File: config.mk
export PLATFORM = sky130hd
export DESIGN_NAME = radio_packet_aux_engine
export DESIGN_NICKNAME = d
export VERILOG_FILES = /design/src/radio_aux_pkg.sv /design/src/radio_packet_aux_engine.sv
export VERILOG_INCLUDE_DIRS = /design/src
export SDC_FILE = /design/constraint.sdc
export NUM_CORES = 2
export LEC_CHECK = 0
export ABC_AREA = 1
export BUFFER_PORTS_ARGS = -buffer_cell sky130_fd_sc_hd__buf_2
export CORE_UTILIZATION = 29
export DETAILED_ROUTE_END_ITERATION = 8
export PLACE_DENSITY = 0.41
export SETUP_SLACK_MARGIN = 0.05
export SYNTH_ARGS = -nofsm -noshare
export SYNTH_HDL_FRONTEND = slang
export SYNTH_SLANG_ARGS = --single-unit
export TNS_END_PERCENT = 10
File: constraint.sdc
create_clock -name clk -period 5.68 [get_ports clk]
set_input_delay 0.852 -clock clk [delete_from_list [all_inputs] [get_ports clk]]
set_output_delay 0.852 -clock clk [all_outputs]
set_load 0.05 [all_outputs]
File: src/radio_aux_defs.svh
// Offsets, field positions, timing constants and response codes of the radio packet aux engine.
// Assumes a 50 MHz system clock and a 32-bit register bus.
`ifndef RADIO_AUX_DEFS_SVH
`define RADIO_AUX_DEFS_SVH
`define OFS_TRANSMIT_ENABLE_TASK      12'h000
`define OFS_RECEIVE_ENABLE_TASK      12'h004
`define OFS_START     12'h008
`define OFS_STOP      12'h00c
`define OFS_DISABLE   12'h010
`define OFS_RSSISTRT  12'h014
`define OFS_BCSTRT    12'h01c
`define OFS_BCSTP     12'h020
`define OFS_EVT_BASE  12'h10c
`define OFS_EVT_LAST  12'h128
`define OFS_SHORTCUTS 12'h200
`define OFS_MATCH_IDX 12'h410
`define OFS_PKTPTR    12'h504
`define OFS_MODE      12'h510
`define OFS_PKTCFG0   12'h514
`define OFS_PKTCFG1   12'h518
`define OFS_IFS       12'h544
`define OFS_RSSIVAL   12'h548
`define OFS_BCCMP     12'h560
`define OFS_ADDRLO    12'h600
`define OFS_ADDRHI    12'h620
`define OFS_MATCHCFG  12'h640
// Event slots (byte offset from event base is 4 per slot)
`define EV_END        3'd0
`define EV_DISABLED   3'd1
`define EV_DEVMATCH   3'd2
`define EV_DEVMISS    3'd3
`define EV_RSSIEND    3'd4
`define EV_BCHIT      3'd7
// Shortcut bits
`define SC_END_DIS    0
`define SC_DIS_TX     1
`define SC_DIS_RX     2
// Packet configuration fields
`define PC0_H1_LSB    0
`define PC0_LF_LSB    8
`define PC0_H2_LSB    16
`define PC1_MAX_LSB   0
`define PC1_STAT_LSB  8
`define PC1_ORDER_BIT 24
`define ADDR_TYPE_BIT 6
`define DEV_ADDR_BYTES 3'd6
// Timing and bus response codes
`define CLK_MHZ       50
`define TURNAROUND_US 150
`define US_CYCLES     (`CLK_MHZ)
`define RSSI_PERIOD_NS 1000
`define RSSI_CYCLES   ((`RSSI_PERIOD_NS * `CLK_MHZ) / 1000)
`define RESP_SLVERR   2'b10
`define RESP_OKAY     2'b00
`endif

File: src/radio_aux_pkg.sv
// Types shared by the radio packet aux engine.
// Assumes the constants header is included where offsets are needed.
package radio_aux_pkg;
    typedef struct packed {
        logic [31:0] addr;
        logic [7:0]  wdata;
        logic        write;
        logic        strobe;
    } mem_req_t;
    typedef struct packed {
        logic       byteStb;
        logic [7:0] byteIn;
        logic       bitStb;
        logic       lastBit;
        logic       txFirstBit;
    } link_in_t;
endpackage

File: src/radio_packet_aux_engine.sv
// Packet aux engine: strength sampling, interframe hold, address match,
// bit counter and packet memory transfer. Assumes link strobes are synchronous.
// Functional notes
// - Strength filtered continuously by single-pole IIR
// - Start task samples; value readable after period
// - Enforce interframe interval unless below turnaround
// - Interval starts at last bit, ends first bit
// - Enforce only with end-disable plus disabled-enable shortcuts
// - Shortcuts direct; mode latched at enable tasks
// - Address match only receiving, little endian
// - First 48 payload bits address; bit6 type
// - Eight entries compared, each enabled, typed
// - Entry is low 32 plus high 16
// - Bit counter start/stop; hit on compare equal
// - Counter continues after hit; compare reloadable
// - Counter clears on stop, disable, end
// - One buffered pointer for both directions
// - Memory order header, length, header, payload
// - Fields rounded up to whole bytes
// - Payload plus add-on truncated to maximum
// - Checksum span uses truncated length
// - End event at last bit; disabled acknowledges
//
// Chosen here: the register addresses and the AXI4-Lite interface to the registers.
`include "radio_aux_defs.svh"
module radio_packet_aux_engine
    import radio_aux_pkg::*;
#(
    parameter int SAMPLE_CYCLES = `RSSI_CYCLES,
    parameter int ENTRIES       = 8
) (
    // Clock and reset
    input  wire logic        clk,
    input  wire logic        rst,
    // AXI4-Lite slave
    input  wire logic [11:0] awaddr,
    input  wire logic        awvalid,
    output logic             awready,
    input  wire logic [31:0] wdata,
    input  wire logic [3:0]  wstrb,
    input  wire logic        wvalid,
    output logic             wready,
    output logic [1:0]       bresp,
    output logic             bvalid,
    input  wire logic        bready,
    input  wire logic [11:0] araddr,
    input  wire logic        arvalid,
    output logic             arready,
    output logic [31:0]      rdata,
    output logic [1:0]       rresp,
    output logic             rvalid,
    input  wire logic        rready,
    // Link side
    input  wire link_in_t    link,
    input  wire logic [6:0]  strengthRaw,
    output logic             ifsHold,
    output logic [7:0]       txByte,
    output logic [3:0]       activeMode,
    output logic [8:0]       crcSpan,
    output logic             rxOn,
    output logic             txOn,
    output logic [7:0]       eventPulse,
    // Packet memory
    output mem_req_t         memReq,
    input  wire logic [7:0]  memRdata
);
    function automatic logic [4:0] fieldBytes(input logic [7:0] bits);
        fieldBytes = 5'((9'(bits) + 9'd7) >> 3);
    endfunction

    logic [31:0] shortcut_ff, pktPtr_ff, actPtr_ff, mode_ff, cfg0_ff, cfg1_ff;
    logic [31:0] ifs_ff, bcCmp_ff, bcCnt_ff;
    logic [31:0] addrLo_ff [ENTRIES];
    logic [15:0] addrHi_ff [ENTRIES];
    logic [15:0] matchCfg_ff;
    logic [7:0]  evt_ff, evtSet, evtClr;
    logic [9:0]  filt_ff;
    logic [6:0]  sample_ff;
    logic [15:0] rssiCnt_ff;
    logic        rssiBusy_ff;
    logic        bcRun_ff;
    logic [2:0]  matchIdx_ff;
    logic [15:0] usDiv_ff;
    logic [31:0] ifsCnt_ff;
    logic        disPend_ff, rxOn_ff, txOn_ff;
    logic [8:0]  idx_ff;
    logic [7:0]  len_ff;
    logic        addrType_ff, cmpPend_ff;
    logic [47:0] devAddr_ff;
    logic        awready_ff, wready_ff, bvalid_ff, arready_ff, rvalid_ff;
    logic [1:0]  bresp_ff, rresp_ff;
    logic [31:0] rdata_ff;
    logic [11:0] wAddr;
    logic        wrFire, rdHit;
    logic [31:0] rdVal;
    mem_req_t    memReq_ff;
    logic [7:0]  txByte_ff, evtPulse_ff;
    logic [3:0]  actMode_ff;
    logic [8:0]  crcSpan_ff;
    logic        ifsHold_ff;

    // Task strobes
    logic tTxen, tRxen, tStart, tStop, tDis, tRssi, tBcStart, tBcStop;
    logic endEv, disEv, enforce, dataByte;
    logic [4:0] h1B, lfB, h2B;
    logic [8:0] hdrB, limit, pIdx, sumLen;
    logic [7:0] curByte;

    assign wAddr    = awaddr;
    assign wrFire   = awvalid && wvalid && !awready_ff && !bvalid_ff;
    assign tTxen    = wrFire && wAddr == `OFS_TRANSMIT_ENABLE_TASK && wdata[0];
    assign tRxen    = wrFire && wAddr == `OFS_RECEIVE_ENABLE_TASK && wdata[0];
    assign tStart   = wrFire && wAddr == `OFS_START && wdata[0];
    assign tStop    = wrFire && wAddr == `OFS_STOP && wdata[0];
    assign tDis     = wrFire && wAddr == `OFS_DISABLE && wdata[0];
    assign tRssi    = wrFire && wAddr == `OFS_RSSISTRT && wdata[0];
    assign tBcStart = wrFire && wAddr == `OFS_BCSTRT && wdata[0];
    assign tBcStop  = wrFire && wAddr == `OFS_BCSTP && wdata[0];

    assign endEv = link.lastBit;
    assign disEv = disPend_ff;

    // AXI write channel
    always_ff @(posedge clk) begin
        if (rst) begin
            awready_ff <= 1'b0;
            wready_ff  <= 1'b0;
            bvalid_ff  <= 1'b0;
            bresp_ff   <= `RESP_OKAY;
        end else begin
            awready_ff <= wrFire;
            wready_ff  <= wrFire;
            if (wrFire) begin
                bvalid_ff <= 1'b1;
                bresp_ff  <= (wAddr[1:0] != 2'b00) ? `RESP_SLVERR : `RESP_OKAY;
            end else if (bready) begin
                bvalid_ff <= 1'b0;
            end
        end
    end

    // Configuration registers; shortcuts and interval act directly
    always_ff @(posedge clk) begin
        if (rst) begin
            shortcut_ff <= 32'h0;
            pktPtr_ff   <= 32'h0;
            mode_ff     <= 32'h0;
            cfg0_ff     <= 32'h0;
            cfg1_ff     <= 32'h0;
            ifs_ff      <= 32'h0;
            bcCmp_ff    <= 32'h0;
            matchCfg_ff <= 16'h0;
        end else if (wrFire && wstrb == 4'hf) begin
            case (wAddr)
                `OFS_SHORTCUTS: shortcut_ff <= wdata;
                `OFS_PKTPTR:    pktPtr_ff   <= wdata;
                `OFS_MODE:      mode_ff     <= wdata;
                `OFS_PKTCFG0:   cfg0_ff     <= wdata;
                `OFS_PKTCFG1:   cfg1_ff     <= wdata;
                `OFS_IFS:       ifs_ff      <= wdata;
                `OFS_BCCMP:     bcCmp_ff    <= wdata;
                `OFS_MATCHCFG:  matchCfg_ff <= wdata[15:0];
                default: ;
            endcase
        end
    end

    always_ff @(posedge clk) begin
        if (rst) begin
            for (int i = 0; i < ENTRIES; i++) begin
                addrLo_ff[i] <= 32'h0;
                addrHi_ff[i] <= 16'h0;
            end
        end else if (wrFire && wstrb == 4'hf) begin
            for (int i = 0; i < ENTRIES; i++) begin
                if (wAddr == `OFS_ADDRLO + 12'(4 * i))
                    addrLo_ff[i] <= wdata;
                if (wAddr == `OFS_ADDRHI + 12'(4 * i))
                    addrHi_ff[i] <= wdata[15:0];
            end
        end
    end

    // Events: sticky, a write clears, a set in the same cycle wins
    always_comb begin
        evtClr = 8'h0;
        if (wrFire && wAddr >= `OFS_EVT_BASE && wAddr <= `OFS_EVT_LAST)
            evtClr[3'((wAddr - `OFS_EVT_BASE) >> 2)] = 1'b1;
    end

    always_ff @(posedge clk) begin
        if (rst) begin
            evt_ff      <= 8'h0;
            evtPulse_ff <= 8'h0;
        end else begin
            evt_ff      <= (evt_ff & ~evtClr) | evtSet;
            evtPulse_ff <= evtSet;
        end
    end

    // AXI read channel
    always_comb begin
        rdHit = 1'b1;
        rdVal = 32'h0;
        case (araddr)
            `OFS_SHORTCUTS: rdVal = shortcut_ff;
            `OFS_MATCH_IDX: rdVal = {29'h0, matchIdx_ff};
            `OFS_PKTPTR:    rdVal = pktPtr_ff;
            `OFS_MODE:      rdVal = mode_ff;
            `OFS_PKTCFG0:   rdVal = cfg0_ff;
            `OFS_PKTCFG1:   rdVal = cfg1_ff;
            `OFS_IFS:       rdVal = ifs_ff;
            `OFS_RSSIVAL:   rdVal = {25'h0, sample_ff};
            `OFS_BCCMP:     rdVal = bcCmp_ff;
            `OFS_MATCHCFG:  rdVal = {16'h0, matchCfg_ff};
            default: begin
                rdHit = 1'b0;
                for (int i = 0; i < ENTRIES; i++) begin
                    if (araddr == `OFS_ADDRLO + 12'(4 * i)) begin
                        rdHit = 1'b1;
                        rdVal = addrLo_ff[i];
                    end
                    if (araddr == `OFS_ADDRHI + 12'(4 * i)) begin
                        rdHit = 1'b1;
                        rdVal = {16'h0, addrHi_ff[i]};
                    end
                end
                if (araddr >= `OFS_EVT_BASE && araddr <= `OFS_EVT_LAST
                    && araddr[1:0] == 2'b00) begin
                    rdHit = 1'b1;
                    rdVal = {31'h0, evt_ff[3'((araddr - `OFS_EVT_BASE) >> 2)]};
                end
                if (araddr <= `OFS_BCSTP && araddr[1:0] == 2'b00)
                    rdHit = 1'b1;
            end
        endcase
    end

    always_ff @(posedge clk) begin
        if (rst) begin
            arready_ff <= 1'b0;
            rvalid_ff  <= 1'b0;
            rdata_ff   <= 32'h0;
            rresp_ff   <= `RESP_OKAY;
        end else begin
            arready_ff <= arvalid && !arready_ff && !rvalid_ff;
            if (arvalid && !arready_ff && !rvalid_ff) begin
                rvalid_ff <= 1'b1;
                rdata_ff  <= rdVal;
                rresp_ff  <= rdHit ? `RESP_OKAY : `RESP_SLVERR;
            end else if (rready) begin
                rvalid_ff <= 1'b0;
            end
        end
    end

    // Strength filter and sampler
    always_ff @(posedge clk) begin
        if (rst) begin
            filt_ff     <= 10'h0;
            sample_ff   <= 7'h0;
            rssiCnt_ff  <= 16'h0;
            rssiBusy_ff <= 1'b0;
        end else begin
            filt_ff <= filt_ff - (filt_ff >> 3) + {3'h0, strengthRaw};
            if (tRssi) begin
                rssiBusy_ff <= 1'b1;
                rssiCnt_ff  <= 16'h0;
            end else if (rssiBusy_ff) begin
                rssiCnt_ff <= rssiCnt_ff + 16'h1;
                if (rssiCnt_ff == 16'(SAMPLE_CYCLES - 1)) begin
                    rssiBusy_ff <= 1'b0;
                    sample_ff   <= filt_ff[9:3];
                end
            end
        end
    end

    // Radio enable state, mode latch and disable acknowledge
    always_ff @(posedge clk) begin
        if (rst) begin
            rxOn_ff    <= 1'b0;
            txOn_ff    <= 1'b0;
            disPend_ff <= 1'b0;
            actMode_ff <= 4'h0;
        end else begin
            disPend_ff <= tDis || (endEv && shortcut_ff[`SC_END_DIS]);
            if (tTxen || tRxen)
                actMode_ff <= mode_ff[3:0];
            if (disEv) begin
                txOn_ff <= shortcut_ff[`SC_DIS_TX];
                rxOn_ff <= shortcut_ff[`SC_DIS_RX] && !shortcut_ff[`SC_DIS_TX];
                if (shortcut_ff[`SC_DIS_TX] || shortcut_ff[`SC_DIS_RX])
                    actMode_ff <= mode_ff[3:0];
            end else if (tTxen) begin
                txOn_ff <= 1'b1;
                rxOn_ff <= 1'b0;
            end else if (tRxen) begin
                rxOn_ff <= 1'b1;
                txOn_ff <= 1'b0;
            end
        end
    end

    // Interframe interval hold
    assign enforce = shortcut_ff[`SC_END_DIS] &&
                     (shortcut_ff[`SC_DIS_TX] || shortcut_ff[`SC_DIS_RX]) &&
                     ifs_ff >= 32'(`TURNAROUND_US);

    always_ff @(posedge clk) begin
        if (rst) begin
            ifsHold_ff <= 1'b0;
            ifsCnt_ff  <= 32'h0;
            usDiv_ff   <= 16'h0;
        end else if (link.lastBit && enforce) begin
            ifsHold_ff <= 1'b1;
            ifsCnt_ff  <= 32'h0;
            usDiv_ff   <= 16'h0;
        end else if (ifsHold_ff) begin
            usDiv_ff <= (usDiv_ff == 16'(`US_CYCLES - 1)) ? 16'h0 : usDiv_ff + 16'h1;
            if (usDiv_ff == 16'(`US_CYCLES - 1))
                ifsCnt_ff <= ifsCnt_ff + 32'h1;
            if (link.txFirstBit || ifsCnt_ff >= ifs_ff)
                ifsHold_ff <= 1'b0;
        end
    end

    // Bit counter
    always_ff @(posedge clk) begin
        if (rst) begin
            bcRun_ff <= 1'b0;
            bcCnt_ff <= 32'h0;
        end else if (tBcStop || tStop || tDis || endEv || disEv) begin
            bcRun_ff <= 1'b0;
            bcCnt_ff <= 32'h0;
        end else if (tBcStart) begin
            bcRun_ff <= 1'b1;
            bcCnt_ff <= 32'h0;
        end else if (bcRun_ff && link.bitStb) begin
            bcCnt_ff <= bcCnt_ff + 32'h1;
        end
    end

    // Packet layout in memory
    assign h1B     = fieldBytes(cfg0_ff[`PC0_H1_LSB +: 8]);
    assign lfB     = fieldBytes(cfg0_ff[`PC0_LF_LSB +: 8]);
    assign h2B     = fieldBytes(cfg0_ff[`PC0_H2_LSB +: 8]);
    assign hdrB    = 9'(h1B) + 9'(lfB) + 9'(h2B);
    assign pIdx    = idx_ff - hdrB;
    assign sumLen  = 9'(len_ff) + 9'(cfg1_ff[`PC1_STAT_LSB +: 8]);
    assign limit   = (sumLen > 9'(cfg1_ff[`PC1_MAX_LSB +: 8]))
                     ? 9'(cfg1_ff[`PC1_MAX_LSB +: 8]) : sumLen;
    assign dataByte = idx_ff < hdrB || pIdx < limit;
    assign curByte = txOn_ff ? memRdata : link.byteIn;

    always_ff @(posedge clk) begin
        if (rst) begin
            actPtr_ff  <= 32'h0;
            idx_ff     <= 9'h0;
            len_ff     <= 8'h0;
            memReq_ff  <= '0;
            txByte_ff  <= 8'h0;
            crcSpan_ff <= 9'h0;
        end else begin
            memReq_ff.strobe <= 1'b0;
            if (tStart) begin
                actPtr_ff <= pktPtr_ff;
                memReq_ff.addr <= pktPtr_ff;
                idx_ff    <= 9'h0;
                len_ff    <= 8'h0;
            end else if (link.byteStb) begin
                idx_ff <= idx_ff + 9'h1;
                if (lfB != 5'h0 && idx_ff == 9'(h1B))
                    len_ff <= curByte;
                if (dataByte) begin
                    memReq_ff.strobe <= 1'b1;
                    memReq_ff.write  <= rxOn_ff;
                    // Transmit fetches one byte ahead so read data stands at the strobe
                    memReq_ff.addr   <= actPtr_ff + 32'(idx_ff) + 32'(!rxOn_ff);
                    memReq_ff.wdata  <= link.byteIn;
                end
                if (txOn_ff)
                    txByte_ff <= dataByte ? memRdata : 8'h0;
            end
            crcSpan_ff <= hdrB + limit;
        end
    end

    // Device address capture and compare
    always_ff @(posedge clk) begin
        if (rst) begin
            devAddr_ff  <= 48'h0;
            addrType_ff <= 1'b0;
            cmpPend_ff  <= 1'b0;
        end else begin
            cmpPend_ff <= 1'b0;
            if (link.byteStb && rxOn_ff && cfg1_ff[`PC1_ORDER_BIT] == 1'b0) begin
                if (idx_ff == 9'h0)
                    addrType_ff <= link.byteIn[`ADDR_TYPE_BIT];
                if (idx_ff >= hdrB && pIdx < 9'(`DEV_ADDR_BYTES)) begin
                    devAddr_ff <= {link.byteIn, devAddr_ff[47:8]};
                    cmpPend_ff <= pIdx == 9'(`DEV_ADDR_BYTES - 3'd1);
                end
            end
        end
    end

    logic       anyMatch;
    logic [2:0] hitIdx;
    always_comb begin
        anyMatch = 1'b0;
        hitIdx   = 3'h0;
        for (int i = ENTRIES - 1; i >= 0; i--) begin
            if (matchCfg_ff[i] && matchCfg_ff[8 + i] == addrType_ff &&
                devAddr_ff == {addrHi_ff[i], addrLo_ff[i]}) begin
                anyMatch = 1'b1;
                hitIdx   = 3'(i);
            end
        end
    end

    always_ff @(posedge clk) begin
        if (rst)
            matchIdx_ff <= 3'h0;
        else if (cmpPend_ff && anyMatch)
            matchIdx_ff <= hitIdx;
    end

    always_comb begin
        evtSet = 8'h0;
        evtSet[`EV_END]      = endEv;
        evtSet[`EV_DISABLED] = disEv;
        evtSet[`EV_DEVMATCH] = cmpPend_ff && anyMatch;
        evtSet[`EV_DEVMISS]  = cmpPend_ff && !anyMatch;
        evtSet[`EV_RSSIEND]  = rssiBusy_ff && rssiCnt_ff == 16'(SAMPLE_CYCLES - 1);
        evtSet[`EV_BCHIT]    = bcRun_ff && link.bitStb &&
                               bcCnt_ff + 32'h1 == bcCmp_ff;
    end

    assign awready    = awready_ff;
    assign wready     = wready_ff;
    assign bvalid     = bvalid_ff;
    assign bresp      = bresp_ff;
    assign arready    = arready_ff;
    assign rvalid     = rvalid_ff;
    assign rdata      = rdata_ff;
    assign rresp      = rresp_ff;
    assign ifsHold    = ifsHold_ff;
    assign txByte     = txByte_ff;
    assign activeMode = actMode_ff;
    assign crcSpan    = crcSpan_ff;
    assign rxOn       = rxOn_ff;
    assign txOn       = txOn_ff;
    assign eventPulse = evtPulse_ff;
    assign memReq     = memReq_ff;
endmodule // radio_packet_aux_engine

== Yosys cells after proc, flatten, opt, wreduce, memory -nomap -nowiden ==
Memories as Yosys holds them, arrays and structs flattened.
Cells that the tools add are included.
Word-level totals
  flip-flop bits (word level): 580
  bits in writable memories: 384
  bits of input ports: 94
  output and inout port bits: 115
  word-level logic and storage cells: 460
  memories kept: 2
Memory list
  addrLo_ff: depth 8, width 32, rd ports 8, clocked after Yosys merged registers in 0, wr ports 8, line radio_packet_aux_engine.sv:73  | logic [31:0] addrLo_ff [ENTRIES];
  addrHi_ff: depth 8, width 16, rd ports 8, clocked after Yosys merged registers in 0, wr ports 8, line radio_packet_aux_engine.sv:74  | logic [15:0] addrHi_ff [ENTRIES];
Operators by class
  $add $sub $neg: 19
  order comparisons: 15
  equal/unequal tests: 79
  mux-type cells: 168
  bitwise logic cells: 25
  reduce and logical (&&, ||, !) cells: 108
Operators by type and width (number)
  $mux 32: 26
  $eq 12x11->1 const B: 48
  $eq 48x48->1: 8
  $pmux 32 s10: 1
  $mux 16: 9
  $mux 1: 111
  $mux 42: 2
  $add 32x1->32 const B: 2
  $logic_and 1x1->1: 58
  $eq 12x5->1 const B: 3
  $add 16x1->16 const B: 2
  $add 32x1->32: 1
  $add 32x9->32: 1
  $eq 16x6->1 const B: 2
  $eq 32x32->1: 1
  $ge 32x32->1: 1
  $ge 32x8->1 const B: 1
  $reduce_and 2->1: 13
  $add 8x3->8 const B: 3
  $eq 12x10->1 const B: 2
  $eq 12x4->1 const B: 2
  $ge 12x9->1 const B: 2
  $le 12x9->1 const B: 2
  $mux 3: 8
  46 further kinds: 105

== Longest topological paths before layout ==
  depth after elaboration: 21
  mapped depth: 36
  gate-level depth less buffers: 35

== Least setup slack after synthesis ==
No wires, ideal clock.
  kind: flip-flop to flip-flop
  start: register cfg0_ff[1]
  end: register memReq_ff, in the netlist memReq[1]
  setup time: 0.132 ns
  data arrival time: 4.871 ns
  data required time: 5.548 ns
  path slack: 0.677 ns
  cell stages (with the launch flop): 32
  clock period less this slack: 5.003 ns
  path through: dfxtp_1 > inv_1 > nand2_1 > nor2_1 > nor2_1 > or2_2 > nand2_1 > inv_1 > fa_1 > ha_1 > inv_1 > fa_1 > ha_1 > nand2_1 > o21ai_0 > nand2_1 > nand2_1 > a21oi_1 > nor2_1 > nand2_1 > nand3b_1 > xor2_1 > ha_1 > nand2_1 > nor2_1 > a2111oi_0 > nand2_1 > nand2_1 > buf_2 > nand2_1 > nand2_1 > a21oi_1
Between the ends
  longest elaborated chain between the ends: 7
  elaborated cells on any way between the ends: 8
  classes of those cells: add/sub (4); order compare (2); reduce/logical (2)
Ends and longest elaborated chain
  start: declaration: line radio_packet_aux_engine.sv:71  | logic [31:0] shortcut_ff, pktPtr_ff, actPtr_ff, mode_ff, cfg0_ff, cfg1_ff;
  start signal: assignment: line radio_packet_aux_engine.sv:158  | `OFS_PKTCFG0: cfg0_ff <= wdata;
  $add 8x3->8 (*): line radio_packet_aux_engine.sv:68  | fieldBytes = 5'((9'(bits) + 9'd7) >> 3);
  $add 5x5->6 (*): line radio_packet_aux_engine.sv:348  | assign hdrB = 9'(h1B) + 9'(lfB) + 9'(h2B);
  $add 6x5->7 (*): line radio_packet_aux_engine.sv:348
  $sub 9x7->9: line radio_packet_aux_engine.sv:349  | assign pIdx = idx_ff - hdrB;
  $lt 9x9->1: line radio_packet_aux_engine.sv:353  | assign dataByte = idx_ff < hdrB || pIdx < limit;
  $logic_or 1x1->1 (*): line radio_packet_aux_engine.sv:353
  $reduce_and 3->1 (no line) (*)
  end: declaration: line radio_packet_aux_engine.sv:96  | mem_req_t memReq_ff;
Mark *: on every way between the ends. The rest lies on a longest branch, timed or not.
A chain may end at the register's enable or synchronous reset.

== Worst setup path in the final report ==
  start: register cfg0_ff[2]
  end: register memReq_ff, in the netlist memReq[35]
Between the ends
  longest elaborated chain between the ends: 8
  elaborated cells on any way between the ends: 9
  classes of those cells: add/sub (4); order compare (2); reduce/logical (3)
Ends and longest elaborated chain (line)
  $add 8x3->8 (*): radio_packet_aux_engine.sv:68
  $add 5x5->6 (*): radio_packet_aux_engine.sv:348
  $add 6x5->7 (*): radio_packet_aux_engine.sv:348
  $sub 9x7->9: radio_packet_aux_engine.sv:349
  $lt 9x9->1: radio_packet_aux_engine.sv:353
  $logic_or 1x1->1 (*): radio_packet_aux_engine.sv:353
  $reduce_bool 2->1 (no line) (*)
  $reduce_and 2->1 (no line) (*)
Marks and branches as above.

==> run summary <==
STATUS
--------------------------------------------------------------------------------
Result of the run                                                      completed

CTS
--------------------------------------------------------------------------------
Htree depth                                                                    3
Largest buffer count on any clock path                                         3
CTS tree                                                                   built
Clock latency on the worst-skew pair                                     0.79 ns
Number of buffers added by the clock tree synthesis step                     115
Total number of clock tree sinks                                             960
Clock-pin slew on the worst setup and hold paths                         0.07 ns
Library cell used as clock root buffer                              sky130_fd_sc_hd__clkbuf_16
Quantity of hold-fixing buffers added after cts                                0

CRITICAL PATH
--------------------------------------------------------------------------------
Path depth of the worst reg2reg path                                          34
Path type of the worst setup path                                   flip-flop to flip-flop
Crit-path max FO                                                               5
Startpoint of the worst-slack reg-to-reg timing path                  cfg0_ff[2]
Crit Reg-Reg Endpoint                                                 memReq[35]
Reg2Reg Setup Slack                                                      0.31 ns
CP Capture Type                                                        flip-flop
Data required time at the worst endpoint                                 6.35 ns
Worst Path Arrival                                                       6.05 ns
Cell with the biggest individual delay on the critical path         sky130_fd_sc_hd__fa_1
Cell family with the largest share of critical-path delay           simple AND/OR/NAND/NOR gates
Startpoint types                                                       flip-flop
Beginning of the critical path                                        cfg0_ff[2]
Count of buffer and inverter cells on the critical path                        6
Crit-path most repeated cell                                        sky130_fd_sc_hd__nand2_1
Highest cell delay on the worst timing path                              0.53 ns

ROUTE
--------------------------------------------------------------------------------
Drt wl/cell                                                              32.0 µm
DRC violation total after the first TritonRoute iteration                  7,487
Number of iterations in the first detailed-routing pass                        8
Remaining antenna violation count                                              0
Detailed Route WL                                                     297,000 µm
DR DRC count                                                                   0
Vias per std cell                                                           5.54
Via count                                                                 51,472

GRT
--------------------------------------------------------------------------------
GRT Util Overall                                                           32.8%
Vias in the first global route                                            47,017
Maximum number of pins on one net before global-route repair                 107
Number of antenna violations at the first check in global routing             31
Final global-route overflow total                                              0
Wire length of the first global-routing pass                          399,000 µm

CELLS AND AREA
--------------------------------------------------------------------------------
Net total in the final layout                                              7,057
Layout filler cell count                                                  18,518
Non-filler cells, final                                                    9,284
Share of layout cells above drive strength 1                               11.2%
Synthesis-to-finish area growth                                            17.5%
Util after Layout                                                          34.3%

SYNTHESIS
--------------------------------------------------------------------------------
Average instance area after synthesis                                   7.72 µm²
YS warnings                                                                    0
Total of flip-flops plus latches after synthesis                             960
EDFF count, synth                                                            384
Cells after Synth                                                          6,591
Seq/Total Area, Yosys                                                      45.3%
Share of synthesized registers carrying an async set or reset                 0%
Count of different cell masters after synthesis                               66
Main flop type after synthesis                                      sky130_fd_sc_hd__dfxtp_1
Cell area after technology mapping                                    0.0509 mm²

TIMING
--------------------------------------------------------------------------------
Slew headroom                                                              9.60%
Setup Viol. Count Final                                                        0
Final critical-path share of the clock period                              94.6%
Unrepaired setup endpoints after global routing                              yes
Count of final max-slew check failures                                         0
Final worst path period need                                             5.37 ns
Largest clock skew in the final design                                 0.0489 ns
Summed negative setup slack over all endpoints                              0 ns
Final count of hold timing violations                                          0
Actual slew at the worst max-slew pin                                    1.35 ns
Maximum achievable frequency                                             186 MHz

HOLD PATH
--------------------------------------------------------------------------------
Hold Startpoint                                                           rready
Cell count of the worst hold path                                              2
Type of the most critical hold path                                 primary input to flip-flop
Hold Path Sink                                                            rvalid

PLACED DESIGN
--------------------------------------------------------------------------------
Number of buffer cells added on primary ports                                204
Post-detailed-placement half-perimeter wirelength                     226,000 µm
RD Place Congestion                                                         1.02
Placed instance count                                                      9,041

FLOORPLANNING
--------------------------------------------------------------------------------
Vertical die dimension                                                    421 µm
Horizontal extent of the die                                              421 µm
Die Area                                                               0.177 mm²
Effective utilization at floorplan                                         29.2%
Boundary Pins                                                                209
CORE AREA                                                              0.174 mm²
FP Rows                                                                      153

POWER
--------------------------------------------------------------------------------
Static power due to leakage                                              23.5 nW
Power density cells                                                   287 mW/mm²
VDD IR max                                                                287 µV

FLOW RUN
--------------------------------------------------------------------------------
Number of max-capacitance violations reported                                  0

[Yosys cell counts (all sizes together) (3+ instances only)]
cell type	instances	area (µm²)
and3	3	18.8
o22ai	165	1030
a31oi	20	125
clkbuf	229	860
o21bai	6	45.0
a2111oi	22	193
xnor2	63	559
o2111ai	29	254
dfxtp	576	11500
xor2	121	1060
o221ai	17	149
a21oi	411	2060
fa	18	360
nand2	1263	4750
a211oi	122	916
o21ai	407	2040
nand4	100	632
nor2	974	3690
a32oi	11	96.3
o31ai	5	37.5
edfxtp	384	11500
inv	721	2710
ha	107	1340
a221oi	68	596
nand3b	16	120
buf	82	429
nor3	109	566
or2	34	213
a22oi	16	120
nand3	294	1470
a31o	5	43.8
a21boi	11	82.6
nor4	71	502
o21a	12	90.1
nor3b	12	90.1
o211ai	29	218
a22o	6	52.6
clkinv	32	120
[what timing repair did]
action	CTS	global route
buffers inserted	0	3
pin swaps	1	30
endpoints found under the setup margin	37	50
gates resized for setup	6	57
gates cloned	0	2
[layer usage]
layer	vias to the layer above	part of all wire, %	GRT usage [%]	wire length [µm]
li1	22868	-	-	-
met1	25147	44	46.6	132000
met2	2862	41	47.1	122000
met3	577	9.1	6.30	27000
met4	18	5.4	16.1	16000
met5	-	0.041	0	121
[power breakdown]
group          leakage, nW  total [mW]  internal (mW)  switching, mW
registers             8.49        7.58           7.37          0.214
clock network         1.91        7.86           4.42           3.44
logic                 13.1        1.70          0.475           1.22
[cells in the final DEF (no fill, tap or decap), types with 41 or more instances in the layout]
| cell type | instances |
|---|---|
| sky130_fd_sc_hd__xor2_1 | 118 |
| sky130_fd_sc_hd__buf_2 | 203 |
| sky130_fd_sc_hd__a221oi_1 | 68 |
| sky130_fd_sc_hd__clkbuf_16 | 118 |
| sky130_fd_sc_hd__dfxtp_1 | 575 |
| sky130_fd_sc_hd__nand4_1 | 99 |
| sky130_fd_sc_hd__buf_4 | 222 |
| sky130_fd_sc_hd__nor3_1 | 104 |
| sky130_fd_sc_hd__nand2_1 | 1247 |
| sky130_fd_sc_hd__edfxtp_1 | 384 |
| sky130_fd_sc_hd__o21ai_0 | 400 |
| sky130_fd_sc_hd__a211oi_1 | 121 |
| sky130_fd_sc_hd__clkinv_1 | 41 |
| sky130_fd_sc_hd__o22ai_1 | 165 |
| sky130_fd_sc_hd__nor4_1 | 64 |
| sky130_fd_sc_hd__nand3_1 | 292 |
| sky130_fd_sc_hd__inv_1 | 695 |
| sky130_fd_sc_hd__nor2_1 | 949 |
| sky130_fd_sc_hd__a21oi_1 | 404 |
| sky130_fd_sc_hd__xnor2_1 | 60 |
| sky130_fd_sc_hd__ha_1 | 103 |
[worst register-to-register path: cells and delay by family, from the launching register on]
family / cells / cell delay [ns]
simple gates: 18 / 1.74
fa+ha+maj: 5 / 1.66
compound gates: 3 / 0.61
buf+inv: 6 / 0.54
xor+xnor: 2 / 0.43
flops: 1 / 0.32
[logic make-up after synthesis]
| family | Yosys count | share of synthesized area, % |
|---|---|---|
| AND/OR/NAND/NOR | 2881 | 23.8 |
| AO/OA/AOI/OAI | 1374 | 16.2 |
| buffers and inverters | 1064 | 8.09 |
| flip-flops | 960 | 45.3 |
| XOR/XNOR | 184 | 3.18 |
| adder cells (fa/ha/maj) | 125 | 3.34 |
| other | 2 | 0.0148 |
| multiplexers | 1 | 0.0221 |
[state kept, by name, indices dropped and copies added (netlist names), 32 cells and up]
signal and count:
pktPtr_ff 32, devAddr_ff 48, cfg0_ff 32, bcCmp_ff 32
memReq 42, rdata 32, mode_ff 32, bcCnt_ff 32
addrLo_ff 256, ifsCnt_ff 32, actPtr_ff 32, ifs_ff 32
addrHi_ff 128, cfg1_ff 32, shortcut_ff 32
[worst max path at each step]
stage	to	slack [ns]	cells after the start
floorplan	memReq[1]	0.68	31
finish	memReq[35]	0.31	34
CTS	memReq[9]	0.08	32
detailed placement	memReq[39]	-0.05	32
global route	memReq[35]	0.02	33
global placement	memReq[39]	-0.003	31
[through the flow]
| step | power [mW] | hold slack [ns] | instance area [µm²] | worst slack [ns] |
|---|---|---|---|---|
| CTS | 17.2 | 0.258 | 59400 | 0.0803 |
| global route | 17.6 | 0.293 | 59700 | 0.0207 |
| detailed placement | 9.35 | 0.443 | 55500 | -0.0521 |
| floorplan | 8.57 | 0.421 | 50900 | 0.677 |
| global placement | 9.36 | 0.437 | 55500 | -0.00296 |
| finish | 17.1 | 0.290 | 59800 | 0.308 |
[cell type report]
class                      instances  area, µm²  area share (%)
antenna                           19       47.5          0.0796
clock buffer                     151       3170            5.31
clock inverter                    68        737            1.23
inverter                         753       2830            4.74
multi-input combinational       4570      24100            40.3
sequential                       960      23100            38.6
tap                             2325       2910            4.87
timing repair buffer             438       2930            4.91
No activity file was read; power rests on OpenSTA's default activity.
